$ cat config.mk
export PLATFORM = sky130hd
export DESIGN_NAME = acr_top
export DESIGN_NICKNAME = d
export VERILOG_FILES = /design/src/hdl/acr_pkg.sv /design/src/hdl/acr_cal_timer.sv /design/src/hdl/acr_mode_latch.sv /design/src/hdl/acr_top.sv
export SDC_FILE = /design/constraint.sdc
export NUM_CORES = 1
export LEC_CHECK = 0
export BUFFER_PORTS_ARGS = -buffer_cell sky130_fd_sc_hd__buf_2
export CORE_UTILIZATION = 54
export CTS_CLUSTER_DIAMETER = 120
export CTS_CLUSTER_SIZE = 12
export DETAILED_ROUTE_END_ITERATION = 7
export PLACE_DENSITY = 0.84
export SLEW_MARGIN = 10
export SYNTH_ARGS = -nofsm -noshare
export SYNTH_HDL_FRONTEND = slang
export SYNTH_SLANG_ARGS = --single-unit
$ cat constraint.sdc
create_clock -name ref_clk_i -period 3.8 [get_ports ref_clk_i]
set_input_delay 0.38 -clock ref_clk_i [delete_from_list [all_inputs] [get_ports ref_clk_i]]
set_output_delay 0.38 -clock ref_clk_i [all_outputs]
set_load 0.01 [all_outputs]
$ cat src/hdl/acr_pkg.sv
package acr_pkg;

    // ***************************************************
    // register map and layout
    // ***************************************************
    localparam logic [7:0] ACR_CMD_OFFSET = 8'hA8;
    localparam logic [31:0] ACR_CMD_WMASK = 32'h00001F17;
    localparam logic [31:0] ACR_RST_V2 = 32'h00000000;
    localparam logic [31:0] ACR_RST_V3 = 32'h00000A00;
    localparam int ACR_CAL_LSB = 10;
    localparam int ACR_SBA_BIT = 9;
    localparam int ACR_EN_BIT = 8;
    localparam int ACR_GT4G_BIT = 5;
    localparam int ACR_FW_BIT = 4;
    localparam int ACR_RATE_LSB = 0;

    // ***************************************************
    // field codes
    // ***************************************************
    localparam logic [2:0] ACR_CAL_NONE = 3'h7;
    localparam logic [2:0] ACR_RATE_B0 = 3'h1;
    localparam logic [2:0] ACR_RATE_B1 = 3'h2;
    localparam logic [2:0] ACR_RATE_B2 = 3'h4;

    // ***************************************************
    // timing
    // ***************************************************
    localparam int ACR_CLK_HZ = 20_000_000;
    localparam int ACR_CYC_PER_MS = ACR_CLK_HZ / 1000;
    localparam int ACR_CAL0_MS = 4;
    localparam int ACR_CAL1_MS = 16;
    localparam int ACR_CAL2_MS = 64;
    localparam int ACR_CAL3_MS = 256;
    localparam int ACR_CAL0_CYC = ACR_CAL0_MS * ACR_CYC_PER_MS;
    localparam int ACR_CAL1_CYC = ACR_CAL1_MS * ACR_CYC_PER_MS;
    localparam int ACR_CAL2_CYC = ACR_CAL2_MS * ACR_CYC_PER_MS;
    localparam int ACR_CAL3_CYC = ACR_CAL3_MS * ACR_CYC_PER_MS;

    // ***************************************************
    // types
    // ***************************************************
    typedef struct packed {
        logic [2:0] calibration_period_select;
        logic sideband_address_enable;
        logic port_operation_enable;
        logic fast_write_enable;
        logic [2:0] transfer_rate_select;
    } acr_cmd_t;

    typedef enum logic [1:0] {
        ACR_RATE_OFF = 2'h0,
        ACR_RATE_1X = 2'h1,
        ACR_RATE_4X = 2'h2,
        ACR_RATE_8X = 2'h3
    } acr_rate_t;

    typedef enum logic [1:0] {
        ACR_SBA_IDLE = 2'b01,
        ACR_SBA_BUSY = 2'b10
    } acr_sba_st_t;

endpackage

$ cat src/hdl/acr_cal_timer.sv
`timescale 1ns/1ps
module acr_cal_timer
    import acr_pkg::*;
#(
    parameter int CAL0_CYC = ACR_CAL0_CYC,
    parameter int CAL1_CYC = ACR_CAL1_CYC,
    parameter int CAL2_CYC = ACR_CAL2_CYC,
    parameter int CAL3_CYC = ACR_CAL3_CYC
) (
    // clock and reset
    input wire logic ref_clk_i,
    input wire logic rst_n_i,
    // control
    input wire logic run_i,
    input wire logic [2:0] period_sel_i,
    // event
    output logic cal_request_o
);

    logic [31:0] cnt_q;
    logic [31:0] cnt_d;
    logic req_q;
    logic [31:0] limit;

    // codes 4..7 carry no interval: reserved or not needed
    always_comb begin
        case (period_sel_i)
            3'h0: limit = 32'(CAL0_CYC - 1);
            3'h1: limit = 32'(CAL1_CYC - 1);
            3'h2: limit = 32'(CAL2_CYC - 1);
            3'h3: limit = 32'(CAL3_CYC - 1);
            default: limit = 32'h00000000;
        endcase
    end

    wire active = run_i && !period_sel_i[2];
    wire hit = active && (cnt_q >= limit);

    assign cnt_d = (!active || hit) ? 32'h00000000 : cnt_q + 32'h00000001;

    // interval counter, restarts when idle or after each request
    always_ff @(posedge ref_clk_i) begin
        if (!rst_n_i) begin
            cnt_q <= 32'h00000000;
            req_q <= 1'b0;
        end else begin
            cnt_q <= cnt_d;
            req_q <= hit;
        end
    end

    assign cal_request_o = req_q;
endmodule

$ cat src/hdl/acr_mode_latch.sv
`timescale 1ns/1ps
module acr_mode_latch
    import acr_pkg::*;
(
    // clock and reset
    input wire logic ref_clk_i,
    input wire logic rst_n_i,
    // pins
    input wire logic power_good_i,
    input wire logic vref_detect_i,
    // mode
    output logic signalling_mode_flag_o,
    output logic mode_load_o
);

    logic [2:0] pg_sync_q;
    logic [2:0] vr_sync_q;
    logic pg_stable_q;
    logic vr_stable_q;
    logic mode_q;
    logic load_q;
    wire pg_agree = pg_sync_q[1] == pg_sync_q[2];
    wire vr_agree = vr_sync_q[1] == vr_sync_q[2];
    wire pg_rise = pg_agree && pg_sync_q[2] && !pg_stable_q;

    // three-stage synchronisers; stage 0 feeds only stage 1
    always_ff @(posedge ref_clk_i) begin
        if (!rst_n_i) begin
            pg_sync_q <= 3'h0;
            vr_sync_q <= 3'h0;
        end else begin
            pg_sync_q <= {pg_sync_q[1:0], power_good_i};
            vr_sync_q <= {vr_sync_q[1:0], vref_detect_i};
        end
    end

    // flag caught on power-good rising, held otherwise
    always_ff @(posedge ref_clk_i) begin
        if (!rst_n_i) begin
            pg_stable_q <= 1'b0;
            vr_stable_q <= 1'b0;
            mode_q <= 1'b0;
            load_q <= 1'b0;
        end else begin
            if (pg_agree) pg_stable_q <= pg_sync_q[2];
            if (vr_agree) vr_stable_q <= vr_sync_q[2];
            load_q <= pg_rise;
            if (pg_rise) mode_q <= vr_stable_q;
        end
    end

    assign signalling_mode_flag_o = mode_q;
    assign mode_load_o = load_q;
endmodule

$ cat src/hdl/acr_top.sv
// Decided for this implementation: the address-and-strobe port.
`timescale 1ns/1ps
module acr_top
    import acr_pkg::*;
#(
    parameter int CAL0_CYC = ACR_CAL0_CYC,
    parameter int CAL1_CYC = ACR_CAL1_CYC,
    parameter int CAL2_CYC = ACR_CAL2_CYC,
    parameter int CAL3_CYC = ACR_CAL3_CYC,
    parameter int OPS_W = 6
) (
    // clock and reset
    input wire logic ref_clk_i,
    input wire logic rst_n_i,
    // register port
    input wire logic [7:0] reg_addr_i,
    input wire logic [31:0] reg_wdata_i,
    input wire logic reg_wr_i,
    input wire logic reg_rd_i,
    output logic [31:0] reg_rdata_o,
    // board pins
    input wire logic power_good_i,
    input wire logic vref_detect_i,
    // operations from port front end
    input wire logic pipe_req_i,
    input wire logic sync_req_i,
    input wire logic sba_start_i,
    input wire logic sba_last_i,
    input wire logic op_done_i,
    output logic pipe_accept_o,
    output logic sync_accept_o,
    output logic sba_issue_o,
    output logic service_pending_o,
    // configuration out
    output logic signalling_mode_flag_o,
    output logic sideband_active_o,
    output logic [1:0] xfer_rate_o,
    output logic fast_write_active_o,
    output logic cal_request_o
);

    // ***************************************************
    // mode capture
    // ***************************************************
    logic mode_flag;
    logic mode_load;

    acr_mode_latch u_mode (
        .ref_clk_i(ref_clk_i),
        .rst_n_i(rst_n_i),
        .power_good_i(power_good_i),
        .vref_detect_i(vref_detect_i),
        .signalling_mode_flag_o(mode_flag),
        .mode_load_o(mode_load)
    );

    // ***************************************************
    // command register
    // ***************************************************
    acr_cmd_t cmd_q;
    logic [31:0] rdata_q;
    wire [31:0] rst_word = mode_flag ? ACR_RST_V3 : ACR_RST_V2;
    wire hit = reg_addr_i == ACR_CMD_OFFSET;
    wire wr_hit = reg_wr_i && hit;
    wire rd_hit = reg_rd_i && hit;
    wire [31:0] wr_word = reg_wdata_i & ACR_CMD_WMASK;

    // packed view of the stored fields; bit 5 and reserved bits are zero
    wire [31:0] cmd_word = {19'h00000, cmd_q.calibration_period_select,
        cmd_q.sideband_address_enable, cmd_q.port_operation_enable,
        2'h0, 1'b0, cmd_q.fast_write_enable, 1'b0, cmd_q.transfer_rate_select};

    function automatic acr_cmd_t unpack_cmd(input logic [31:0] w);
        acr_cmd_t c;
        c.calibration_period_select = w[ACR_CAL_LSB +: 3];
        c.sideband_address_enable = w[ACR_SBA_BIT];
        c.port_operation_enable = w[ACR_EN_BIT];
        c.fast_write_enable = w[ACR_FW_BIT];
        c.transfer_rate_select = w[ACR_RATE_LSB +: 3];
        return c;
    endfunction

    // mode load reloads defaults, since the flag changes the reset image
    always_ff @(posedge ref_clk_i) begin
        if (!rst_n_i || mode_load) begin
            cmd_q <= unpack_cmd(rst_word);
        end else if (wr_hit) begin
            cmd_q <= unpack_cmd(wr_word);
        end
    end

    // read data valid only in the cycle after the strobe; unmapped reads zero
    always_ff @(posedge ref_clk_i) begin
        if (!rst_n_i) begin
            rdata_q <= 32'h00000000;
        end else begin
            rdata_q <= rd_hit ? cmd_word : 32'h00000000;
        end
    end

    assign reg_rdata_o = rdata_q;

    // ***************************************************
    // decodes
    // ***************************************************
    wire port_en = cmd_q.port_operation_enable;
    wire sba_eff = mode_flag || cmd_q.sideband_address_enable;
    wire [2:0] rsel = cmd_q.transfer_rate_select;
    acr_rate_t rate_dec;

    // unsupported and reserved codes fall to off; software keeps one bit
    always_comb begin
        rate_dec = ACR_RATE_OFF;
        if (mode_flag) begin
            if (rsel == ACR_RATE_B0) rate_dec = ACR_RATE_4X;
            else if (rsel == ACR_RATE_B1) rate_dec = ACR_RATE_8X;
        end else begin
            if (rsel == ACR_RATE_B0) rate_dec = ACR_RATE_1X;
            else if (rsel == ACR_RATE_B2) rate_dec = ACR_RATE_4X;
        end
    end

    // fast write needs enable and a rate above 1X; else PCI protocol
    wire fw_dec = cmd_q.fast_write_enable && (rate_dec == ACR_RATE_4X || rate_dec == ACR_RATE_8X);
    wire is_1x = rate_dec == ACR_RATE_1X;

    logic sba_act_q;
    logic [1:0] rate_q;
    logic fw_q;

    // registered copies for the port logic
    always_ff @(posedge ref_clk_i) begin
        if (!rst_n_i) begin
            sba_act_q <= 1'b0;
            rate_q <= ACR_RATE_OFF;
            fw_q <= 1'b0;
        end else begin
            sba_act_q <= sba_eff;
            rate_q <= rate_dec;
            fw_q <= fw_dec;
        end
    end

    assign signalling_mode_flag_o = mode_flag;
    assign sideband_active_o = sba_act_q;
    assign xfer_rate_o = rate_q;
    assign fast_write_active_o = fw_q;

    // ***************************************************
    // operation gating
    // ***************************************************
    acr_sba_st_t sba_st_q;
    acr_sba_st_t sba_st_d;
    wire sba_take = sba_start_i && port_en && sba_eff;

    assign pipe_accept_o = pipe_req_i && port_en;
    assign sync_accept_o = sync_req_i && port_en;

    // 1X commands span cycles; once begun they finish regardless of enable
    always_comb begin
        sba_st_d = sba_st_q;
        sba_issue_o = 1'b0;
        case (sba_st_q)
            ACR_SBA_IDLE: begin
                if (sba_take) begin
                    if (is_1x && !sba_last_i) sba_st_d = ACR_SBA_BUSY;
                    else sba_issue_o = 1'b1;
                end
            end
            ACR_SBA_BUSY: begin
                if (sba_last_i) begin
                    sba_issue_o = 1'b1;
                    sba_st_d = ACR_SBA_IDLE;
                end
            end
            default: sba_st_d = ACR_SBA_IDLE;
        endcase
    end

    // sideband state register
    always_ff @(posedge ref_clk_i) begin
        if (!rst_n_i) sba_st_q <= ACR_SBA_IDLE;
        else sba_st_q <= sba_st_d;
    end

    // outstanding count; completions never gated by the enable
    logic [OPS_W-1:0] ops_q;
    wire op_in = pipe_accept_o || sba_issue_o;
    wire op_out = op_done_i && (ops_q != '0);

    always_ff @(posedge ref_clk_i) begin
        if (!rst_n_i) begin
            ops_q <= '0;
        end else if (op_in && !op_out) begin
            ops_q <= ops_q + OPS_W'(1);
        end else if (op_out && !op_in) begin
            ops_q <= ops_q - OPS_W'(1);
        end
    end

    assign service_pending_o = ops_q != '0;

    // ***************************************************
    // calibration timer
    // ***************************************************
    acr_cal_timer #(
        .CAL0_CYC(CAL0_CYC),
        .CAL1_CYC(CAL1_CYC),
        .CAL2_CYC(CAL2_CYC),
        .CAL3_CYC(CAL3_CYC)
    ) u_cal (
        .ref_clk_i(ref_clk_i),
        .rst_n_i(rst_n_i),
        .run_i(port_en),
        .period_sel_i(cmd_q.calibration_period_select),
        .cal_request_o(cal_request_o)
    );
endmodule

**Word level (Yosys, flattened, before mapping)**

Cells that the tools add are included.

- $add $sub $neg: 3
- Multiply operators: 0
- Div/mod/pow operators: 0
- $lt $le $gt $ge: 1
- Equal/unequal tests: 17
- Shift operators: 0
- Multiplexer cells: 19
- Bitwise gates (word level): 1
- Reduce and logical (&&, ||, !) cells: 34

Operator list:

| operator | number |
|---|---|
| $pmux 23 s4 | 1 |
| $add 32x1->32 const B | 1 |
| $ge 32x23->1 | 1 |
| $mux 9 | 2 |
| $mux 2 | 8 |
| $logic_and 1x1->1 | 15 |
| $mux 12 | 1 |
| $mux 6 | 2 |
| $eq 3x2->1 const B | 3 |
| $eq 8x8->1 const B | 1 |
| $logic_not 1->1 | 7 |
| $add 6x1->6 const B | 1 |
| $eq 2x2->1 const B | 3 |
| $eq 3x1->1 const B | 2 |
| $ne 2x2->1 const B | 3 |
| $reduce_bool 6->1 | 1 |
| $sub 6x1->6 const B | 1 |
| $logic_or 1x1->1 | 5 |
| $eq 2x1->1 const B | 2 |
| $pmux 2 s2 | 1 |
| $reduce_bool 2->1 | 2 |
| $eq 3x3->1 const B | 1 |
| $logic_not 3->1 | 1 |
| $mux 1 | 3 |
| other kinds (6) | 7 |

- Register bits after elaboration: 96
- Bits in latches: 0
- Memory bits (writable): 0
- ROM bits: 0
- Bits of input ports: 51
- Output and inout bits: 42
- Logic and storage cells: 95
- Memories: 0

**Longest topological paths before layout**

Gate-level depths: netlist of run 1.

- Word-level depth: 14
- Mapped depth: 14
- Mapped depth without buffers: 14

**Modules after synthesis**

A second synthesis of run 1 with hierarchy kept.

- Cell total of the unflattened synthesis: 386
- Area total of the unflattened synthesis: 3737.3 um^2

Modules (own cells, without submodules):

| module | instances | cells each | area each (um^2) | seq. area each (um^2) |
|---|---|---|---|---|
| acr_cal_timer | 1 | 196 | 1851.8 | 660.6 |
| acr_top | 1 | 162 | 1561.5 | 690.7 |
| acr_mode_latch | 1 | 28 | 324.1 | 200.2 |

**Least setup slack after synthesis of run 1**

No wires, ideal clock.

- Kind: reg-to-reg
- Start point: reg u_mode.mode_q (netlist: u_mode.signalling_mode_flag_o)
- End point: reg ops_q[5]
- Arrival time: 2.806 ns
- Data required time: 3.728 ns
- Slack: 0.922 ns
- Stages on the path, launching flop included: 12
- Path buffers: 2
- Period minus slack after synthesis: 2.878 ns
- Path through: dfxtp_1 > clkbuf_1 > or2_2 > nor3_1 > o31a_1 > nor2_1 > or2_2 > ha_1 > clkbuf_1 > or4_1 > o211ai_1 > mux2i_1

- Longest elaborated chain between the ends: 10
- Elaborated cells between the ends (all ways): 14

RTL lines:

| element | line | RTL |
|---|---|---|
| start, declared | acr_mode_latch.sv:20 | `logic mode_q;` |
| start signal, assigned | acr_mode_latch.sv:48 | `if (pg_rise) mode_q <= vr_stable_q;` |
| $mux 2 | acr_top.sv:114 | `if (mode_flag) begin` |
| $eq 2x1->1 | acr_top.sv:125 | `wire is_1x = rate_dec == ACR_RATE_1X;` |
| $logic_and 1x1->1 | acr_top.sv:166 | `if (is_1x && !sba_last_i) sba_st_d = ACR_SBA_BUSY;` |
| $mux 1 | acr_top.sv:166 |  |
| $mux 1 (*) | acr_top.sv:165 | `if (sba_take) begin` |
| $pmux 1 s2 (*) | acr_top.sv:163 | `case (sba_st_q)` |
| via sba_issue_o | acr_top.sv:32 | `output logic sba_issue_o,` |
| $logic_or 1x1->1 (*) | acr_top.sv:188 | `wire op_in = pipe_accept_o \|\| sba_issue_o;` |
| $logic_not 1->1 | acr_top.sv:196 | `end else if (op_out && !op_in) begin` |
| $logic_and 1x1->1 | acr_top.sv:196 |  |
| $reduce_bool 2->1 (no source line) | n/a |  |
| end signal, assigned | acr_top.sv:195 | `ops_q <= ops_q + OPS_W'(1);` |
| end signal, assigned | acr_top.sv:197 | `ops_q <= ops_q - OPS_W'(1);` |
| end, declared | acr_top.sv:187 | `logic [OPS_W-1:0] ops_q;` |

The timed path passes the listed nets; every way through them passes the cells marked *.
A chain may end at the register's enable or synchronous reset.

**Final worst setup path of run 1**

- Start point: reg cmd_q[8] (netlist name)
- End point: reg u_cal.req_q (netlist: u_cal.cal_request_o)

- Longest elaborated chain between the ends: 4
- Elaborated cells between the ends (all ways): 9

RTL lines:

| element | line | RTL |
|---|---|---|
| start, declared | acr_top.sv:60 | `acr_cmd_t cmd_q;` |
| start signal, assigned | acr_top.sv:86 | `cmd_q <= unpack_cmd(rst_word);` |
| start signal, assigned | acr_top.sv:88 | `cmd_q <= unpack_cmd(wr_word);` |
| $eq 3x2->1, or another cell as far along | acr_cal_timer.sv:27 | `case (period_sel_i)` |
| $pmux 23 s4 | acr_cal_timer.sv:27 |  |
| $ge 32x23->1 | acr_cal_timer.sv:37 | `wire hit = active && (cnt_q >= limit);` |
| $logic_and 1x1->1 (*) | acr_cal_timer.sv:37 |  |
| end signal, assigned | acr_cal_timer.sv:48 | `req_q <= hit;` |
| end, declared | acr_cal_timer.sv:22 | `logic req_q;` |

Mark *: on every way between the ends. The rest lies on a longest branch, timed or not.

==> metrics.txt, run 1 <==
Total Wirelength 7.25 mm; Setup Buffers After CTS 0; initial antenna violation count 0; commonest non-fill, non-tap cell in the layout dfxtp_1; DR DRC count 0; met1 wire length 3.31 mm; Worst Path Buf+Inv 2; First DRT Iteration DRCs 113; DR WL met2 3.42 mm; I/O pin count 93; antenna cell count 0; top cell type by total area after synthesis dfxtp_1; worst-path cell with the longest stage delay edfxtp_1; Worst setup SP type register; vias in the first global route 2,738; Nets 530; GR Overflow Total 0; Clock Path Buffers 2; synth warn 0; Cell Count Post-Placement 532; worst slack, placed 0.819 ns; syn avg cell area 9.70 um^2; Top Metal Used met4; P&R area growth vs syn 11.5%; commonest cells after routing, fill and taps aside dfxtp_1, buf_2, nand2_1; Max Fanout on Critical Path 13; Post-Layout Cell Count 548; Via density 5.22; post-route setup TNS 0 ns; final setup fails 0; Clock Skews 0.0136 ns; Crit Path Class reg -> reg; met3 WL 327 um; IO Port Bufs 46; delay-heaviest family, CP simple AND/OR/NAND/NOR gates; # Max-Cap Violations 0; Final Cell Area 4240 um^2; H-tree lvl count 3; ys flop type dfxtp_1; core box area 6790 um^2; Cell variety after synth 55; hold_buf cts 0; Cells after Synth 392; Post-Syn Area 3800 um^2; Static Leak 1.78 nW; pwr dens 464 nW/um^2; Critical Path Sink Type register; routability congestion estimate 0.876; outcome finished clean; Die Y 85.9 um; min cycle time layout 3.04 ns; Cell Area, Placed 4040 um^2; via count 2,858; Clock transition at path regs 0.08 ns; main area contributors after synthesis dfxtp_1, ha_1, edfxtp_1; CP Cell Sequence clkinv_1 > nand2_1 > or2_2 > and2_1 > ha_1 > nand4_1 > nor3_1 > o21ai_0 > a31oi_4 > buf_12 > o21a_1; Tot Pwr 1.96 mW; final hold vios 0; Crit path arrival time 3.32 ns; standard-cell rows 30; EDFF count, synth 9; Worst-Margin Slew 0.579 ns; Die X 85.9 um; RSZ-0062 raised after global routing no; first-pass GRT wire length 12.3 mm; hold slack 0.238 ns; Gates resized, CTS repair 0; layout cells sized above 1 0.201; hpwl dp 5.42 mm; Clock Latency Late Sink 0.35 ns; post-synthesis async set-or-reset flop share 0; share of the synthesized area in the top cell type 0.337; CP peak stage delay 0.54 ns; post-synthesis sequential area ratio 0.408; Starting Density 0.559; antenna-violating nets left 0; CTS buffer count 9; CP Data Required Time 4.08 ns; final core occ 0.624; Tot GR Track Use 0.212; # fillers 537; post-route setup slack 0.763 ns; CTS tree yes; Max VDD drop 0.459 mV; Worst Hold Class in -> reg; clk sinks 73; crit share post-route 0.799; Slew Limit Fails 0; maximum achievable frequency 0.329 GHz; routed len/inst 13.2 um; largest net degree at the start of global routing 25; die area 7380 um^2; Root Buffer clkbuf_8; Synth Register Bits 73; Slew Limit Headroom 0.614; drt first pass iters 4
==> state kept, by name, indices dropped and copies added (netlist names) <==
| register | count |
|---|---|
| ops_q | 6 |
| xfer_rate_o | 2 |
| sba_st_q | 2 |
| sideband_active_o | 1 |
| reg_rdata_o | 9 |
| u_cal.cnt_q | 32 |
| u_mode.vr_stable_q | 1 |
| u_cal.cal_request_o | 1 |
| u_mode.mode_load_o | 1 |
| u_mode.vr_sync_q | 3 |
| u_mode.pg_stable_q | 1 |
| u_mode.pg_sync_q | 3 |
| u_mode.signalling_mode_flag_o | 1 |
| port_en | 1 |
| fast_write_active_o | 1 |
| rsel | 3 |
| cmd_q | 5 |
==> cell families (layout without fill, tap and decap cells) <==
family                   after synthesis  in the layout  synth area share
AO/OA/AOI/OAI                         38             38            0.0688
AND/OR/NAND/NOR                      169            169             0.260
flip-flops                            73             73             0.408
adder cells (fa/ha/maj)               32             32             0.107
buffers and inverters                 46             76            0.0764
XOR/XNOR                              27             27            0.0622
other                                  1             31          0.000987
multiplexers                           6              6            0.0158
==> Yosys cell counts, types with 2 or more instances <==
cell and instances:
dfxtp_1 64, nand2_1 32, ha_1 31, nor2_1 29, and2_1 24, buf_4 23
nor3_2 19, xnor2_1 16, nor3_1 13, inv_1 12, nand3_1 11, xor2_1 11
a21oi_1 9, edfxtp_1 9, nand4_1 8, o21ai_0 8, mux2i_1 6, and3_1 5
clkbuf_1 5, buf_6 4, nor4_1 4, o211ai_1 4, or2_2 4, nand2b_1 3
or4_1 3, a21o_1 2, a31oi_1 2, nor2b_1 2, o21bai_1 2, or3_1 2
==> where the power goes <==
part / switching (mW) / internal (mW)
Clock: 0.288 / 0.306
Sequential: 0.0477 / 0.837
Combinational: 0.261 / 0.225
==> layout make-up <==
| type | instances | area (um^2) | area share |
|---|---|---|---|
| multi-input combinational | 303 | 2070 | 0.489 |
| inverter | 13 | 48.8 | 0.0115 |
| sequential | 73 | 1550 | 0.366 |
| timing repair buffer | 47 | 250 | 0.0591 |
| tap | 96 | 120 | 0.0284 |
| clock buffer | 10 | 128 | 0.0301 |
| clock inverter | 6 | 66.3 | 0.0157 |
==> path summary, 6_finish.rpt <==
check | from | to | slack (ns) | depth (start not counted)
max | cmd_q[8] | u_cal.cal_request_o | 0.76 | 11
min reg2reg | u_mode.pg_sync_q[0] | u_mode.pg_sync_q[1] | 0.44 | 1
min | power_good_i | u_mode.pg_sync_q[0] | 0.24 | 2
max reg2reg | cmd_q[8] | u_cal.cal_request_o | 0.76 | 11
==> per-layer routing <==
metal  GRT usage  vias up
li1            -     1425
met1       0.260     1321
met2       0.354       91
met3      0.0423       21
met4       0.112        0
met5           0        -
(Power assumes the default switching activity.)
==> run 2, diff against run 1 <==
- ABC_AREA: default -> 1
- clock period: 3.8 -> 3.1 ns (I/O delays scaled with it)
==> run 2 against run 1 <==
Against the previous run:
- synthesized cell count rose by 22%
- critical path type unchanged
- largest power group unchanged
- sequential share of layout area decreased by 0.75 points
- hold slack worse by 0.10 ns
==> metrics.txt, run 2 <==
Top reg by flops u_cal.cnt_q; Post-Syn Area 3820 um^2 (+0.46%); via count 3,078 (+7.7%); post-synthesis sequential area ratio 0.406 (-0.00187); antenna-violating nets left 0 (unchanged); routability congestion estimate 0.846 (-3.5%); max reg flops 32 (unchanged); Cells after Synth 479 (+22%); CTS buffer count 9 (unchanged); multiplexer share of the synthesized area 0 (-0.0158); GR Overflow Total 0 (unchanged); Clock Skews 0.00915 ns (-0.00441 ns); final setup fails 0 (unchanged); post-synthesis async set-or-reset flop share 0 (unchanged); Post-Layout Cell Count 642 (+17%); First DRT Iteration DRCs 124 (+9.7%); Worst setup SP type register; CTS tree yes; Die X 86.1 um (+0.22%); crit share post-route 0.904 (+0.105); Via density 4.79 (-8.1%); pwr dens 527 nW/um^2 (+14%); Slew Limit Fails 0 (unchanged); Worst Hold Class in -> reg; drt first pass iters 4 (unchanged); Synth Area in Compound Gates 0.0636 (-0.00523); main area contributors after synthesis dfxtp_1, ha_1, nand2_1; most common cell in the netlist nand2_1; outcome finished clean; Post-synth top cells nand2_1, inv_1, dfxtp_1; syn avg cell area 7.97 um^2 (-18%); routed len/inst 11.2 um (-15%); I/O pin count 93 (unchanged); Crit path arrival time 3.09 ns (-0.23 ns); commonest non-fill, non-tap cell in the layout nand2_1; final hold vios 0 (unchanged); post-route setup TNS 0 ns (unchanged); CP Data Required Time 3.38 ns (-0.70 ns); Critical Path Sink Type register; Starting Density 0.562 (+0.00258); Tot Pwr 2.28 mW (+16%); Sequential Area 1550 um^2 (unchanged); top cell type by total area after synthesis dfxtp_1; Nets 624 (+18%); initial antenna violation count 0 (unchanged); die area 7410 um^2 (+0.44%); Cell Area, Placed 4110 um^2 (+1.7%); Clock Path Buffers 2 (unchanged); # Max-Cap Violations 0 (unchanged); core box area 6790 um^2 (unchanged); vias in the first global route 2,767 (+1.1%); Synth Register Bits 73 (unchanged); hold_buf cts 0 (unchanged); synth warn 0 (unchanged); Static Leak 2.13 nW (+19%); Synth Area in Simple Gates 0.258 (-0.00283); largest net degree at the start of global routing 19 (-24%); standard-cell rows 30 (unchanged); final core occ 0.637 (+0.0131); first-pass GRT wire length 11.7 mm (-4.6%); antenna cell count 0 (unchanged); layout cells sized above 1 0.159 (-0.0420); Max Fanout on Critical Path 5 (-8); Die Y 86.1 um (+0.22%); clk sinks 73 (unchanged); H-tree lvl count 3 (unchanged); Multi-input gate area 1900 um^2 (-8.3%); IO Port Bufs 46 (unchanged); commonest cells after routing, fill and taps aside nand2_1, inv_1, dfxtp_1; Clock Latency Late Sink 0.35 ns (about the same); share of the synthesized area in the top cell type 0.336 (-0.00155); ys flop type dfxtp_1; hpwl dp 5.54 mm (+2.2%); # fillers 558 (+3.9%); Root Buffer clkbuf_8; Cell variety after synth 35 (-36%); Final Cell Area 4330 um^2 (+2.1%); Total Wirelength 7.21 mm (-0.61%); Clock transition at path regs 0.08 ns (about the same); Tot GR Track Use 0.205 (-0.00766); min cycle time layout 2.80 ns (-0.235 ns); XOR/XNOR Fraction of Synth Area 0.0390 (-0.0232); Cell Count Post-Placement 626 (+18%); EDFF count, synth 9 (unchanged); Max VDD drop 0.513 mV (+12%); P&R area growth vs syn 13.3%; maximum achievable frequency 0.357 GHz (+8.4%); largest family of logic cells by synthesized area simple AND/OR/NAND/NOR gates; RSZ-0062 raised after global routing no; Crit Path Class reg -> reg; DR DRC count 0 (unchanged); Adder-Cell Fraction of Synth Area 0.107 (-0.000492)
==> run 2: per-stage QoR <==
stage                     hold WS (ns)  worst slack (ns)
after detailed placement         0.401             0.259
final                            0.135             0.297
after floorplan                  0.390             0.554
after global routing             0.148            0.0249
after global placement           0.392             0.365
after CTS                        0.116             0.247
==> run 2: report_power, final <==
part / switching [mW] / total [mW] / internal (mW)
logic: 0.254 / 0.432 / 0.178
registers: 0.0453 / 1.06 / 1.01
clock network: 0.349 / 0.790 / 0.442
==> run 2: path summary, 6_finish.rpt <==
path | start | slack [ns] | depth (start not counted) | endpoint
worst max-delay path | rsel[1] | 0.30 | 21 | ops_q[5]
worst min-delay path | power_good_i | 0.14 | 3 | u_mode.pg_sync_q[0]
worst max register to register | rsel[1] | 0.30 | 21 | ops_q[5]
worst min register to register | u_mode.vr_sync_q[0] | 0.42 | 2 | u_mode.vr_sync_q[1]
==> run 2: per-layer routing <==
metal | share of wire | GRT usage | vias up
li1 | - | - | 1591
met1 | 0.44 | 0.234 | 1399
met2 | 0.49 | 0.364 | 76
met3 | 0.050 | 0.0577 | 12
met4 | 0.012 | 0.0742 | 0
met5 | 0 | 0 | -
==> run 2: repair_timing <==
item	4_1_cts	5_1_grt
setup buffers	0	0
setup endpoints to repair	0	1
gates resized for setup	0	1
==> run 2: cell type report <==
cell class	count	share of cell area
multi-input combinational	334	0.439
timing repair buffer	48	0.0596
clock buffer	12	0.0385
inverter	75	0.0651
tap	96	0.0278
sequential	73	0.359
clock inverter	4	0.0113
==> run 2: logic make-up (layout without fill, tap and decap cells) <==
family	after synthesis	in the layout
simple gates	210	210
buf+inv	102	139
flops	73	73
compound gates	44	44
fa+ha+maj	32	32
xor+xnor	17	17
other cells	1	31
==> run 2: critical path: stages, from the launching register on <==
cell	delay, ns
edfxtp_1	0.44
inv_1	0.10
nand3_1	0.09
nor2_1	0.09
inv_1	0.06
or2_2	0.28
nand3_1	0.07
nand2_1	0.05
inv_1	0.06
o21ai_0	0.09
ha_1	0.25
inv_2	0.11
ha_1	0.29
nand3_1	0.10
nand3_1	0.10
nand2_1	0.08
a21boi_0	0.10
nor2_1	0.10
nand2_1	0.05
nand2_1	0.06
nand2_1	0.04
a21oi_1	0.12
